File: config.mk
export PLATFORM = sky130hd
export DESIGN_NAME = drive_fieldbus_control_status_word
export DESIGN_NICKNAME = d
export VERILOG_FILES = /design/src/fb_pkg.sv /design/src/fb_if.sv /design/src/fb_pin_sync.sv /design/src/drive_fieldbus_control_status_word.sv
export SDC_FILE = /design/constraint.sdc
export NUM_CORES = 1
export LEC_CHECK = 0
export ABC_CLOCK_PERIOD_IN_PS = 1000
export BUFFER_PORTS_ARGS = -buffer_cell sky130_fd_sc_hd__buf_2
export CORE_MARGIN = 2
export CORE_UTILIZATION = 41
export CTS_CLUSTER_DIAMETER = 80
export CTS_CLUSTER_SIZE = 28
export DETAILED_ROUTE_END_ITERATION = 6
export HOLD_SLACK_MARGIN = 0.15
export PLACE_DENSITY = 0.81
export SYNTH_ARGS = -nofsm -noshare
export SYNTH_HDL_FRONTEND = slang
export SYNTH_SLANG_ARGS = --single-unit
export TNS_END_PERCENT = 1
File: constraint.sdc
create_clock -name mclk -period 1 [get_ports mclk]
set_input_delay 0.2 -clock mclk [delete_from_list [all_inputs] [get_ports mclk]]
set_output_delay 0.2 -clock mclk [all_outputs]
set_load 0.03 [all_outputs]
File: src/fb_pkg.sv
// Contract
// - fast status only with fieldbus option fitted
// - decode only when profile code is zero
// - command word flows master to converter only
// - bits 0-2 low give ramped stop
// - relay energises at zero frequency during stop
// - bits 0-2 high permit start
// - bit 8 selects bus jog one
// - bit 9 selects bus jog two
// - bit 5 terminal 27, bit 12 terminal 18
// - bit 13 terminal 19, bit 14 terminal 29
// - bit 10 freq in limits, bit 11 motor ok
// - bit 9 set under serial bus control
// - trip reset on rising edge only
// - word ignored while bit 10 low
// - bits 14:13 pick setup when multi-setup
// - bit 4 low gives quick stop
package fb_pkg;
	localparam int WORD_W = 16;
	localparam int CW_OFF1 = 0;
	localparam int CW_OFF2 = 1;
	localparam int CW_OFF3 = 2;
	localparam int CW_COAST = 3;
	localparam int CW_QSTOP = 4;
	localparam int CW_FREEZE = 5;
	localparam int CW_START = 6;
	localparam int CW_RESET = 7;
	localparam int CW_JOG1 = 8;
	localparam int CW_JOG2 = 9;
	localparam int CW_VALID = 10;
	localparam int CW_SLOW = 11;
	localparam int CW_CATCH = 12;
	localparam int CW_SET_LO = 13;
	localparam int CW_SET_HI = 14;
	localparam int CW_REV = 15;
	localparam int SW_CTRL_RDY = 0;
	localparam int SW_DRV_RDY = 1;
	localparam int SW_COAST = 2;
	localparam int SW_TRIP = 3;
	localparam int SW_IN27 = 5;
	localparam int SW_TRIP_LOCK = 6;
	localparam int SW_WARN = 7;
	localparam int SW_AT_REF = 8;
	localparam int SW_SERIAL = 9;
	localparam int SW_FREQ_OK = 10;
	localparam int SW_MOTOR_OK = 11;
	localparam int SW_IN18 = 12;
	localparam int SW_IN19 = 13;
	localparam int SW_IN29 = 14;
	localparam logic [1:0] PROFILE_FIELDBUS = 2'h0;
	localparam logic [15:0] CMD_RESET_VAL = 16'h0000;
	localparam logic [15:0] STATUS_RESET_VAL = 16'h0000;
	typedef enum logic [1:0]
	{
		JOG_NONE = 2'h0,
		JOG_ONE = 2'h1,
		JOG_TWO = 2'h2
	} jog_sel_e;
endpackage

File: src/fb_if.sv
`timescale 1ns/1ps
interface fb_if;
	logic [3:0] pins_raw;
	logic [3:0] pins_sync;
	modport sync (input pins_raw, output pins_sync);
	modport user (output pins_raw, input pins_sync);
endinterface

File: src/fb_pin_sync.sv
`timescale 1ns/1ps
module fb_pin_sync
(
	input wire logic mclk,
	input wire logic rst_b,
	fb_if.sync pins
);
	logic [3:0] s1_reg;
	logic [3:0] s1_next;
	logic [3:0] s2_reg;
	logic [3:0] s2_next;
	always_comb
	begin
		s1_next = pins.pins_raw;
		s2_next = s1_reg;
	end
	always_ff @(posedge mclk)
	begin
		if (!rst_b)
		begin
			s1_reg <= 4'h0;
			s2_reg <= 4'h0;
		end
		else
		begin
			s1_reg <= s1_next;
			s2_reg <= s2_next;
		end
	end
	assign pins.pins_sync = s2_reg;
endmodule

File: src/drive_fieldbus_control_status_word.sv
`timescale 1ns/1ps
module drive_fieldbus_control_status_word
	import fb_pkg::*;
(
	// clock and reset
	input wire logic mclk,
	input wire logic rst_b,
	// configuration
	input wire logic fieldbus_option_fitted,
	input wire logic [1:0] telegram_profile,
	input wire logic multi_setup_en,
	input wire logic relay_stop_func_sel,
	// command word from master
	input wire logic [fb_pkg::WORD_W-1:0] cmd_word,
	input wire logic cmd_strobe,
	// reply request
	input wire logic reply_req,
	// input terminals 18, 19, 27, 29
	input wire logic term18,
	input wire logic term19,
	input wire logic term27,
	input wire logic term29,
	// motor-control core state
	input wire logic ctrl_ready,
	input wire logic drive_ready,
	input wire logic coast_ok,
	input wire logic tripped,
	input wire logic trip_locked,
	input wire logic warning,
	input wire logic at_reference,
	input wire logic serial_control,
	input wire logic freq_in_limits,
	input wire logic motor_ok,
	input wire logic out_freq_zero,
	// command outputs
	output logic [fb_pkg::WORD_W-1:0] cmd_applied,
	output logic ramp_stop,
	output logic start_permit,
	output logic quick_stop,
	output logic coast_stop,
	output logic freeze_freq,
	output logic start_cmd,
	output logic trip_reset_pulse,
	output logic jog1_sel,
	output logic jog2_sel,
	output logic ramp_set2,
	output logic slow_down,
	output logic catch_up,
	output logic reverse,
	output logic [1:0] setup_sel,
	output logic relay_on,
	// status reply
	output logic [fb_pkg::WORD_W-1:0] status_word,
	output logic status_valid
);
	import fb_pkg::*;

	fb_if pins ();
	fb_pin_sync u_sync
	(
		.mclk(mclk),
		.rst_b(rst_b),
		.pins(pins)
	);
	assign pins.pins_raw = {term29, term19, term18, term27};

	logic [WORD_W-1:0] cmd_reg;
	logic [WORD_W-1:0] cmd_next;
	logic reset_bit_reg;
	logic reset_bit_next;
	logic pulse_reg;
	logic pulse_next;
	logic [1:0] setup_reg;
	logic [1:0] setup_next;
	logic relay_reg;
	logic relay_next;
	logic [WORD_W-1:0] status_reg;
	logic [WORD_W-1:0] status_next;
	logic svalid_reg;
	logic svalid_next;
	logic profile_ok;
	logic word_valid;
	logic accept;

	// decoded command levels, registered together with the word
	logic ramp_stop_reg;
	logic ramp_stop_next;
	logic start_permit_reg;
	logic start_permit_next;
	logic quick_stop_reg;
	logic quick_stop_next;
	logic coast_stop_reg;
	logic coast_stop_next;
	logic freeze_freq_reg;
	logic freeze_freq_next;
	logic start_cmd_reg;
	logic start_cmd_next;
	logic jog1_sel_reg;
	logic jog1_sel_next;
	logic jog2_sel_reg;
	logic jog2_sel_next;
	logic ramp_set2_reg;
	logic ramp_set2_next;
	logic slow_down_reg;
	logic slow_down_next;
	logic catch_up_reg;
	logic catch_up_next;
	logic reverse_reg;
	logic reverse_next;

	function automatic jog_sel_e jog_of(input logic [WORD_W-1:0] w);
		if (w[CW_JOG2])
			return JOG_TWO;
		else if (w[CW_JOG1])
			return JOG_ONE;
		else
			return JOG_NONE;
	endfunction

	// all three off bits high means no ramped stop is asked for
	function automatic logic run_enabled(input logic [WORD_W-1:0] w);
		return w[CW_OFF1] && w[CW_OFF2] && w[CW_OFF3];
	endfunction

	// command word only enters from the master side
	always_comb
	begin
		profile_ok = (telegram_profile == PROFILE_FIELDBUS);
		word_valid = cmd_word[CW_VALID];
		accept = cmd_strobe && word_valid && profile_ok;
		cmd_next = accept ? cmd_word : cmd_reg;
	end

	always_ff @(posedge mclk)
	begin
		if (!rst_b)
		begin
			cmd_reg <= CMD_RESET_VAL;
		end
		else
		begin
			cmd_reg <= cmd_next;
		end
	end

	// edge judged against the last applied bit, across ignored words
	always_comb
	begin
		reset_bit_next = cmd_next[CW_RESET];
		pulse_next = cmd_next[CW_RESET] && !reset_bit_reg;
	end

	always_ff @(posedge mclk)
	begin
		if (!rst_b)
		begin
			reset_bit_reg <= 1'h0;
			pulse_reg <= 1'h0;
		end
		else
		begin
			reset_bit_reg <= reset_bit_next;
			pulse_reg <= pulse_next;
		end
	end

	always_comb
	begin
		setup_next = setup_reg;
		if (accept && multi_setup_en)
		begin
			setup_next = {cmd_word[CW_SET_HI], cmd_word[CW_SET_LO]};
		end
	end

	always_ff @(posedge mclk)
	begin
		if (!rst_b)
		begin
			setup_reg <= 2'h0;
		end
		else
		begin
			setup_reg <= setup_next;
		end
	end

	// relay follows a bit 0-2 stop once the output has reached zero
	always_comb
	begin
		relay_next = relay_stop_func_sel && ramp_stop_reg &&
			out_freq_zero;
	end

	always_ff @(posedge mclk)
	begin
		if (!rst_b)
		begin
			relay_reg <= 1'h0;
		end
		else
		begin
			relay_reg <= relay_next;
		end
	end

	// decoded from the next word so every level moves on the same edge
	always_comb
	begin
		ramp_stop_next = !run_enabled(cmd_next);
		start_permit_next = run_enabled(cmd_next);
		quick_stop_next = !cmd_next[CW_QSTOP];
		coast_stop_next = !cmd_next[CW_COAST];
		freeze_freq_next = !cmd_next[CW_FREEZE];
		start_cmd_next = cmd_next[CW_START] && run_enabled(cmd_next);
		jog1_sel_next = (jog_of(cmd_next) == JOG_ONE);
		jog2_sel_next = (jog_of(cmd_next) == JOG_TWO);
		ramp_set2_next = cmd_next[CW_JOG2];
		slow_down_next = cmd_next[CW_SLOW];
		catch_up_next = cmd_next[CW_CATCH] && !cmd_next[CW_SLOW];
		reverse_next = cmd_next[CW_REV];
	end

	always_ff @(posedge mclk)
	begin
		if (!rst_b)
		begin
			ramp_stop_reg <= 1'h1;
			start_permit_reg <= 1'h0;
			quick_stop_reg <= 1'h1;
			coast_stop_reg <= 1'h1;
			freeze_freq_reg <= 1'h1;
			start_cmd_reg <= 1'h0;
			jog1_sel_reg <= 1'h0;
			jog2_sel_reg <= 1'h0;
			ramp_set2_reg <= 1'h0;
			slow_down_reg <= 1'h0;
			catch_up_reg <= 1'h0;
			reverse_reg <= 1'h0;
		end
		else
		begin
			ramp_stop_reg <= ramp_stop_next;
			start_permit_reg <= start_permit_next;
			quick_stop_reg <= quick_stop_next;
			coast_stop_reg <= coast_stop_next;
			freeze_freq_reg <= freeze_freq_next;
			start_cmd_reg <= start_cmd_next;
			jog1_sel_reg <= jog1_sel_next;
			jog2_sel_reg <= jog2_sel_next;
			ramp_set2_reg <= ramp_set2_next;
			slow_down_reg <= slow_down_next;
			catch_up_reg <= catch_up_next;
			reverse_reg <= reverse_next;
		end
	end

	assign cmd_applied = cmd_reg;
	assign ramp_stop = ramp_stop_reg;
	assign start_permit = start_permit_reg;
	assign quick_stop = quick_stop_reg;
	assign coast_stop = coast_stop_reg;
	assign freeze_freq = freeze_freq_reg;
	assign start_cmd = start_cmd_reg;
	assign trip_reset_pulse = pulse_reg;
	assign jog1_sel = jog1_sel_reg;
	assign jog2_sel = jog2_sel_reg;
	assign ramp_set2 = ramp_set2_reg;
	assign slow_down = slow_down_reg;
	assign catch_up = catch_up_reg;
	assign reverse = reverse_reg;
	assign setup_sel = setup_reg;
	assign relay_on = relay_reg;

	// status sampled on each reply request while the fieldbus option is fitted
	always_comb
	begin
		status_next = status_reg;
		svalid_next = 1'b0;
		if (reply_req && fieldbus_option_fitted)
		begin
			status_next = STATUS_RESET_VAL;
			status_next[SW_CTRL_RDY] = ctrl_ready;
			status_next[SW_DRV_RDY] = drive_ready;
			status_next[SW_COAST] = coast_ok;
			status_next[SW_TRIP] = tripped;
			status_next[SW_IN27] = pins.pins_sync[0];
			status_next[SW_TRIP_LOCK] = trip_locked;
			status_next[SW_WARN] = warning;
			status_next[SW_AT_REF] = at_reference;
			status_next[SW_SERIAL] = serial_control;
			status_next[SW_FREQ_OK] = freq_in_limits;
			status_next[SW_MOTOR_OK] = motor_ok;
			status_next[SW_IN18] = pins.pins_sync[1];
			status_next[SW_IN19] = pins.pins_sync[2];
			status_next[SW_IN29] = pins.pins_sync[3];
			svalid_next = 1'b1;
		end
	end

	always_ff @(posedge mclk)
	begin
		if (!rst_b)
		begin
			status_reg <= STATUS_RESET_VAL;
			svalid_reg <= 1'b0;
		end
		else
		begin
			status_reg <= status_next;
			svalid_reg <= svalid_next;
		end
	end

	assign status_word = status_reg;
	assign status_valid = svalid_reg;
endmodule

Yosys cells after proc, flatten, opt, wreduce, memory -nomap -nowiden
Cells that the tools add are included.
{"block": "classes", "eq_ne": 2, "n_mux": 4, "reduce_logical": 18}
{"op": "16-bit 2-to-1 mux", "count": 1}
{"op": "1-bit logical AND", "count": 11}
{"op": "1-bit zero test", "count": 6}
{"op": "2-bit by 1-bit equality test with 1-bit output (second input constant)", "count": 1}
{"op": "2-bit equality test (second input constant)", "count": 1}
{"op": "2-bit zero test", "count": 1}
{"op": "1-bit 2-to-1 mux", "count": 2}
{"op": "2-bit 2-to-1 mux", "count": 1}
{"block": "totals", "reg_bits": 56, "elab_cells": 46}

Logic depth before layout (Yosys ltp)
Gate-level depths: netlist of the first run.
{"block": "depth", "depth_word": 6, "depth_mapped": 5, "mapped_depth_nobuf": 3}

Cells and area by module
From an unflattened synthesis of the first run, not the netlist that was laid out.
{"block": "unflattened", "hier_cells": 197, "hier_area_um2": 1861.8}
{"module": "drive_fieldbus_control_status_word", "n_inst": 1, "cells_each": 181, "area_per_inst_um2": 1651.6, "seq_area_each_um2": 860.8}
{"module": "fb_pin_sync", "n_inst": 1, "cells_each": 16, "area_per_inst_um2": 210.2, "seq_area_each_um2": 160.2}

Worst setup path before layout of the first run
OpenSTA, ideal clock, no wires.
{"block": "synth_path", "kind": "input port to flip-flop", "from": "input port telegram_profile[0]", "to": "register cmd_reg[4], in the netlist cmd_applied[4]", "t_arrival_ps": 994, "required_ps": 887, "setup_slack_ps": -107, "cell_stages": 4, "n_path_buf": 1, "cell_sequence": "nand4bb_4 > buf_6 > mux2_4 > and2_4"}
{"block": "synth_via", "elab_chain_len": 3}
{"item": "start: declaration", "line": "drive_fieldbus_control_status_word.sv:10", "text": "input wire logic [1:0] telegram_profile,"}
{"item": "2-bit zero test", "line": "drive_fieldbus_control_status_word.sv:128", "text": "profile_ok = (telegram_profile == PROFILE_FIELDBUS);"}
{"item": "1-bit logical AND", "line": "drive_fieldbus_control_status_word.sv:130", "text": "accept = cmd_strobe && word_valid && profile_ok;"}
{"item": "16-bit 2-to-1 mux", "line": "drive_fieldbus_control_status_word.sv:131", "text": "cmd_next = accept ? cmd_word : cmd_reg;"}
{"item": "end signal: assignment", "line": "drive_fieldbus_control_status_word.sv:142", "text": "cmd_reg <= cmd_next;"}
{"item": "end: declaration", "line": "drive_fieldbus_control_status_word.sv:67", "text": "logic [WORD_W-1:0] cmd_reg;"}
No other way between the ends.
A chain may end at the register's enable or synchronous reset.

==> results.sh, run 1 <==
export IMPL_fin_ws_ns=-0.0111
export IMPL_fin_crit_ns=1.01
export IMPL_ys_types=27
export IMPL_crit_buf_inv=1
export IMPL_min_from="rst_b"
export IMPL_yosysSeqAreaShare_pct=54.7
export IMPL_area_delta_synth_final_pct=52.5
export IMPL_cp_startpoint="cmd_applied[9]"
export IMPL_worstSkewPairLatency_ns=0.29
export IMPL_grt_usage_pct=16.5
export IMPL_die_h_um=71.5
export IMPL_yosys_warnings=0
export IMPL_root_buffer="clkbuf_8"
export IMPL_first_global_vias=1545
export IMPL_ios=89
export IMPL_largest_reg_flops=16
export IMPL_num_vias=1595
export IMPL_fmax_ghz=0.989
export IMPL_finalCritPeriodShare_pct=101
export IMPL_critical_path_class="reg -> out"
export IMPL_ant_nets=0
export IMPL_die_area_sq_mm=0.00511
export IMPL_drc=0
export IMPL_cp_cell_sequence="buf_4"
export IMPL_grt_setup_unrepaired="yes"
export IMPL_start_kind="register"
export IMPL_p_leak_uw=0.00122
export IMPL_core_sq_mm=0.00435
export IMPL_drt_wl_total_mm=4.32
export IMPL_antenna_found_initial=0
export IMPL_status="complete, but fails checks"
export IMPL_synth_avg_cell_area_sq_um=9.42
export IMPL_fin_nets=334
export IMPL_cp_max_fo=5
export IMPL_setup_viol=3
export IMPL_worstPathArrival_ns=0.81
export IMPL_initial_core_util_pct=42.8
export IMPL_final_cells=345
export IMPL_cts_buffers=5
export IMPL_fillers=361
export IMPL_syn_area_sq_mm=0.00187
export IMPL_syn_inst=198
export IMPL_place_ws_ns=-0.184
export IMPL_drt_initial_drc_count=68
export IMPL_io_buffers=86
export IMPL_reg2reg_from="cmd_applied[3]"
export IMPL_synth_seq_cells=51
export IMPL_cts_tree="built"
export IMPL_clk_pin_slew_worst_paths_ns=0.08
export IMPL_skew_ns=0.00318
export IMPL_placed_cells=325
export IMPL_setup_tns_final_ns=-0.0323
export IMPL_crit_path_end_kind="primary output"
export IMPL_htreeDepth=2
export IMPL_grt_pass1_wl_mm=6.74
export IMPL_grt_overflow_total=0
export IMPL_dominantRegCellSynth="dfxtp_1"
export IMPL_globalplace_congestion=0.755
export IMPL_cap_violations=0
export IMPL_p_per_area_mw_per_mm2=1290
export IMPL_hold_class="in -> reg"
export IMPL_synth_edf_count=0
export IMPL_drive_above_1_share_pct=45.7
export IMPL_routed_via_density=4.62
export IMPL_firstDrtPassIters=6
export IMPL_cts_sinks=51
export IMPL_synthArstFlopShare_pct=0
export IMPL_worst_ep_required_time_ns=0.80
export IMPL_n_antenna_cell=0
export IMPL_vdd_drop_max_v=0.000759
export IMPL_drv_slew=0
export IMPL_cts_setup_buffers=0
export IMPL_post_drt_wl_per_cell_um=12.5
export IMPL_critPathMaxStageDelay_ns=0.36
export IMPL_path_delay_family="flip-flops"
export IMPL_crit_slowest_cell="dfxtp_4"
export IMPL_die_x_um=71.5
export IMPL_hpwl_mm=2.80
export IMPL_grt_max_degree=30
export IMPL_cts_buffer_depth=2
export IMPL_rows=24
export IMPL_violations="setup timing"
export IMPL_hold_viol=0
-- layer usage --
| layer | track usage, % | up-vias | wire length (um) |
|---|---|---|---|
| met1 | 18.2 | 725 | 1660 |
| met4 | 7.34 | 0 | 88 |
| met3 | 2.39 | 6 | 173 |
| met5 | 0 | - | 0 |
| met2 | 31.2 | 39 | 2390 |
| li1 | - | 825 | - |
-- metrics by stage --
stage / hold WS, ns / utilization (%) / total power [uW] / cell area (sq um)
2_1_floorplan: 0.318 / - / 2410 / 1870
3_3_place_gp: 0.406 / 53.9 / 2570 / 2340
3_5_place_dp: 0.413 / 53.9 / 2570 / 2340
4_1_cts: 0.151 / 63.0 / 3700 / 2740
5_1_grt: 0.155 / 65.3 / 3830 / 2850
6_report: 0.160 / 65.3 / 3680 / 2850
-- timing repair --
item,CTS,global route
endpoints found under the hold margin,14,0
hold buffers,14,0
endpoints found under the setup margin,41,41
pin swaps,0,2
resized for setup,72,45
-- final cells by class --
type	count	area (sq um)	area share, %
clock buffer	6	72.6	2.55
inverter	1	3.75	0.132
multi-input combinational	128	742	26.1
sequential	51	1060	37.4
tap	52	65.1	2.29
timing repair buffer	107	898	31.6
-- power by group --
group	leakage [uW]	switching, uW	internal, uW	total (uW)
clock	0.0000371	583	467	1050
sequential	0.000429	32.4	2090	2120
combinational	0.000750	251	256	507
total	0.00122	866	2810	3680
-- final timing paths --
check	end	slack (ns)	depth (start not counted)
max	ramp_set2	-0.01	1
min	freeze_freq	0.16	2
max reg2reg	cmd_applied[3]	0.15	2
min reg2reg	u_sync.pins.pins_sync[2]	0.44	1
-- synthesized netlist by cell type, drive strengths merged, types with 2 or more instances --
cell	n	area share (%)
dfxtp	51	55
nor2	2	0.40
a21boi	28	11
o21ai	3	0.80
buf	13	4.7
and2	13	4.5
nor3	2	0.54
nand2	59	12
clkbuf	6	1.2
nand4	2	0.67
o21a	3	1.2
nand3	2	0.54
nand3b	4	1.6
mux2	3	2.2
-- kinds of logic (layout without fill, tap and decap cells) --
logic type             count (synthesis)  after routing  share of synthesized area, %
other                                  1              2                         0.201
AO/OA/AOI/OAI                         34             34                          13.3
AND/OR/NAND/NOR                       89             89                          23.5
flip-flops                            51             51                          54.7
multiplexers                           3              3                          2.21
buffers and inverters                 20            114                          6.10
-- layout by cell type (no fill, tap or decap), drive strengths merged, types with 2 or more instances in the layout --
cell	n
dfxtp	51
o21ai	3
a21boi	28
and2	13
o21a	3
nand4	2
nand2	59
conb	2
dlygate4sd3	14
nor2	2
nor3	2
buf	90
clkbuf	9
nand3	2
nand3b	4
mux2	3
Note: power is estimated with default switching activity, not from simulation.
==> inputs of run 2 (changes only) <==
--- a/config.mk
+++ b/config.mk
@@ -5,15 +5,15 @@
 export SDC_FILE = /design/constraint.sdc
 export NUM_CORES = 1
 export LEC_CHECK = 0
-export ABC_CLOCK_PERIOD_IN_PS = 1000
+export ABC_CLOCK_PERIOD_IN_PS = 1300
 export BUFFER_PORTS_ARGS = -buffer_cell sky130_fd_sc_hd__buf_2
 export CORE_MARGIN = 2
-export CORE_UTILIZATION = 41
+export CORE_UTILIZATION = 42
 export CTS_CLUSTER_DIAMETER = 80
 export CTS_CLUSTER_SIZE = 28
 export DETAILED_ROUTE_END_ITERATION = 6
 export HOLD_SLACK_MARGIN = 0.15
-export PLACE_DENSITY = 0.81
+export PLACE_DENSITY = 0.8
 export SYNTH_ARGS = -nofsm -noshare
 export SYNTH_HDL_FRONTEND = slang
 export SYNTH_SLANG_ARGS = --single-unit
==> constraint.sdc (replaced) <==
create_clock -name mclk -period 1.3 [get_ports mclk]
set_input_delay 0.26 -clock mclk [delete_from_list [all_inputs] [get_ports mclk]]
set_output_delay 0.26 -clock mclk [all_outputs]
set_load 0.03 [all_outputs]
==> run 2 against run 1 <==
Net effect: the run now ends clean; sequential cell count unchanged; non-clock buffer count is 18 lower; sequential power decreased by 24%; register-to-register slack better by 0.30 ns; die area down 2.3%; sequential share of layout area rose by 5.1 points; combinational power decreased by 40%; critical endpoint is now cmd_applied[9].
==> results.sh, run 2 (same netlist as run 1, synthesis figures left out) <==
export IMPL_start_kind="register"
export IMPL_maxSlewHeadroom_pct=52.3
export IMPL_routed_via_density=4.61
export IMPL_n_antenna_cell=0
export IMPL_holdWs_ns=0.173
export IMPL_hpwl_mm=2.65
export IMPL_cts_hold_buf=0
export IMPL_final_cell_mix="buf_2, nand2_1, dfxtp_1, a21boi_0, and2_1"
export IMPL_root_buffer="clkbuf_8"
export IMPL_ant_nets=0
export IMPL_vdd_drop_max_v=0.000517
export IMPL_worstPathArrival_ns=0.89
export IMPL_tightest_slew_ns=0.715
export IMPL_cts_tree="built"
export IMPL_crit_path_end_kind="primary output"
export IMPL_drive_above_1_share_pct=36.8
export IMPL_grt_max_degree=54
export IMPL_die_h_um=70.6
export IMPL_hold_class="in -> reg"
export IMPL_num_vias=1518
export IMPL_hold_viol=0
export IMPL_drt_initial_drc_count=66
export IMPL_clk_pin_slew_worst_paths_ns=0.09
export IMPL_io_buffers=86
export IMPL_initial_core_util_pct=43.1
export IMPL_antenna_found_initial=0
export IMPL_cts_setup_buffers=0
export IMPL_globalplace_congestion=0.775
export IMPL_fin_util_pct=55.6
export IMPL_fin_crit_ns=1.15
export IMPL_fin_nets=316
export IMPL_setup_viol=0
export IMPL_largest_reg_flops=16
export IMPL_layout_commonest_cell="buf_2"
export IMPL_crit_slowest_cell="dfxtp_1"
export IMPL_post_drt_wl_per_cell_um=11.1
export IMPL_area_delta_synth_final_pct=28.8
export IMPL_status="finished, final reports clean"
export IMPL_drt_wl_total_mm=3.65
export IMPL_die_area_sq_mm=0.00499
export IMPL_p_leak_uw=0.00110
export IMPL_cap_violations=0
export IMPL_cts_buffers=5
export IMPL_worst_ep_required_time_ns=1.04
export IMPL_skew_ns=0.00442
export IMPL_p_per_area_mw_per_mm2=1200
export IMPL_cts_sinks=51
export IMPL_crit_buf_inv=1
export IMPL_grt_usage_pct=15.0
export IMPL_finalCritPeriodShare_pct=88.3
export IMPL_fmax_ghz=0.871
export IMPL_critPathMaxStageDelay_ns=0.38
export IMPL_first_global_vias=1382
export IMPL_firstDrtPassIters=4
export IMPL_worstSkewPairLatency_ns=0.29
export IMPL_critical_path_class="reg -> out"
export IMPL_grt_setup_unrepaired="no"
export IMPL_core_sq_mm=0.00432
export IMPL_die_x_um=70.6
export IMPL_fin_ws_ns=0.152
export IMPL_grt_overflow_total=0
export IMPL_ios=89
export IMPL_cts_buffer_depth=2
export IMPL_drv_slew=0
export IMPL_drc=0
export IMPL_cp_max_fo=5
export IMPL_cts_resized=0
export IMPL_grt_pass1_wl_mm=5.96
export IMPL_cp_cell_sequence="buf_2"
export IMPL_rows=24
export IMPL_place_ws_ns=-0.0882
export IMPL_path_delay_family="flip-flops"
export IMPL_htreeDepth=2
run 2: cell types whose count changed in the layout (fill, tap and decap cells not counted), moves of 2 or more:
cell / change
dfxtp_4: -3
buf_6: -32
dfxtp_2: -25
dlygate4sd3_1: -14
dfxtp_1: +28
clkbuf_8: +2
buf_2: +47
clkbuf_4: -3
buf_4: -15
run 2: area by class of cell:
| class | instances | area [sq um] |
|---|---|---|
| Inverter | 1 | 3.75 |
| Multi-Input combinational cell | 128 | 734 |
| Fill cell | 400 | 1920 |
| Tap cell | 52 | 65.1 |
| Clock buffer | 8 | 100 |
| Timing Repair Buffer | 89 | 478 |
| Sequential cell | 51 | 1020 |
run 2: final timing paths:
kind / endpoint / cells after the start / slack, ns / start
worst max-delay path: cmd_applied[9] / 1 / 0.15 / cmd_applied[9]
worst min-delay path: u_sync.s1_reg[2] / 2 / 0.17 / term19
worst max register to register: start_cmd / 3 / 0.45 / cmd_applied[1]
worst min register to register: u_sync.pins.pins_sync[0] / 1 / 0.44 / u_sync.s1_reg[0]
run 2: layer usage:
layer | up-vias | GRT usage (%) | wire length, um
met1 | 686 | 15.9 | 1500
met4 | 0 | 5.03 | 30
met5 | - | 0 | 0
met2 | 40 | 27.7 | 1910
met3 | 2 | 5.13 | 216
li1 | 790 | - | -
run 2: stage by stage:
stage          setup TNS, ns  power, uW  instances  cell area (sq um)
4_1_cts                    0       2930        329               2400
6_report                   0       2870        329               2400
3_5_place_dp          -0.578       1970        321               2300
5_1_grt                    0       3020        329               2400
3_3_place_gp               0       1960        321               2300
2_1_floorplan              0       1850        199               1870
run 2: worst reg2reg max path: stages (launching register included):
cell,delay [ns]
dfxtp_1,0.36
nand3_1,0.11
nor3b_1,0.20
o21a_1,0.13
run 2: power breakdown:
group          switching, uW  internal [uW]
Sequential              17.4           1610
Clock                    460            486
Combinational            180            122
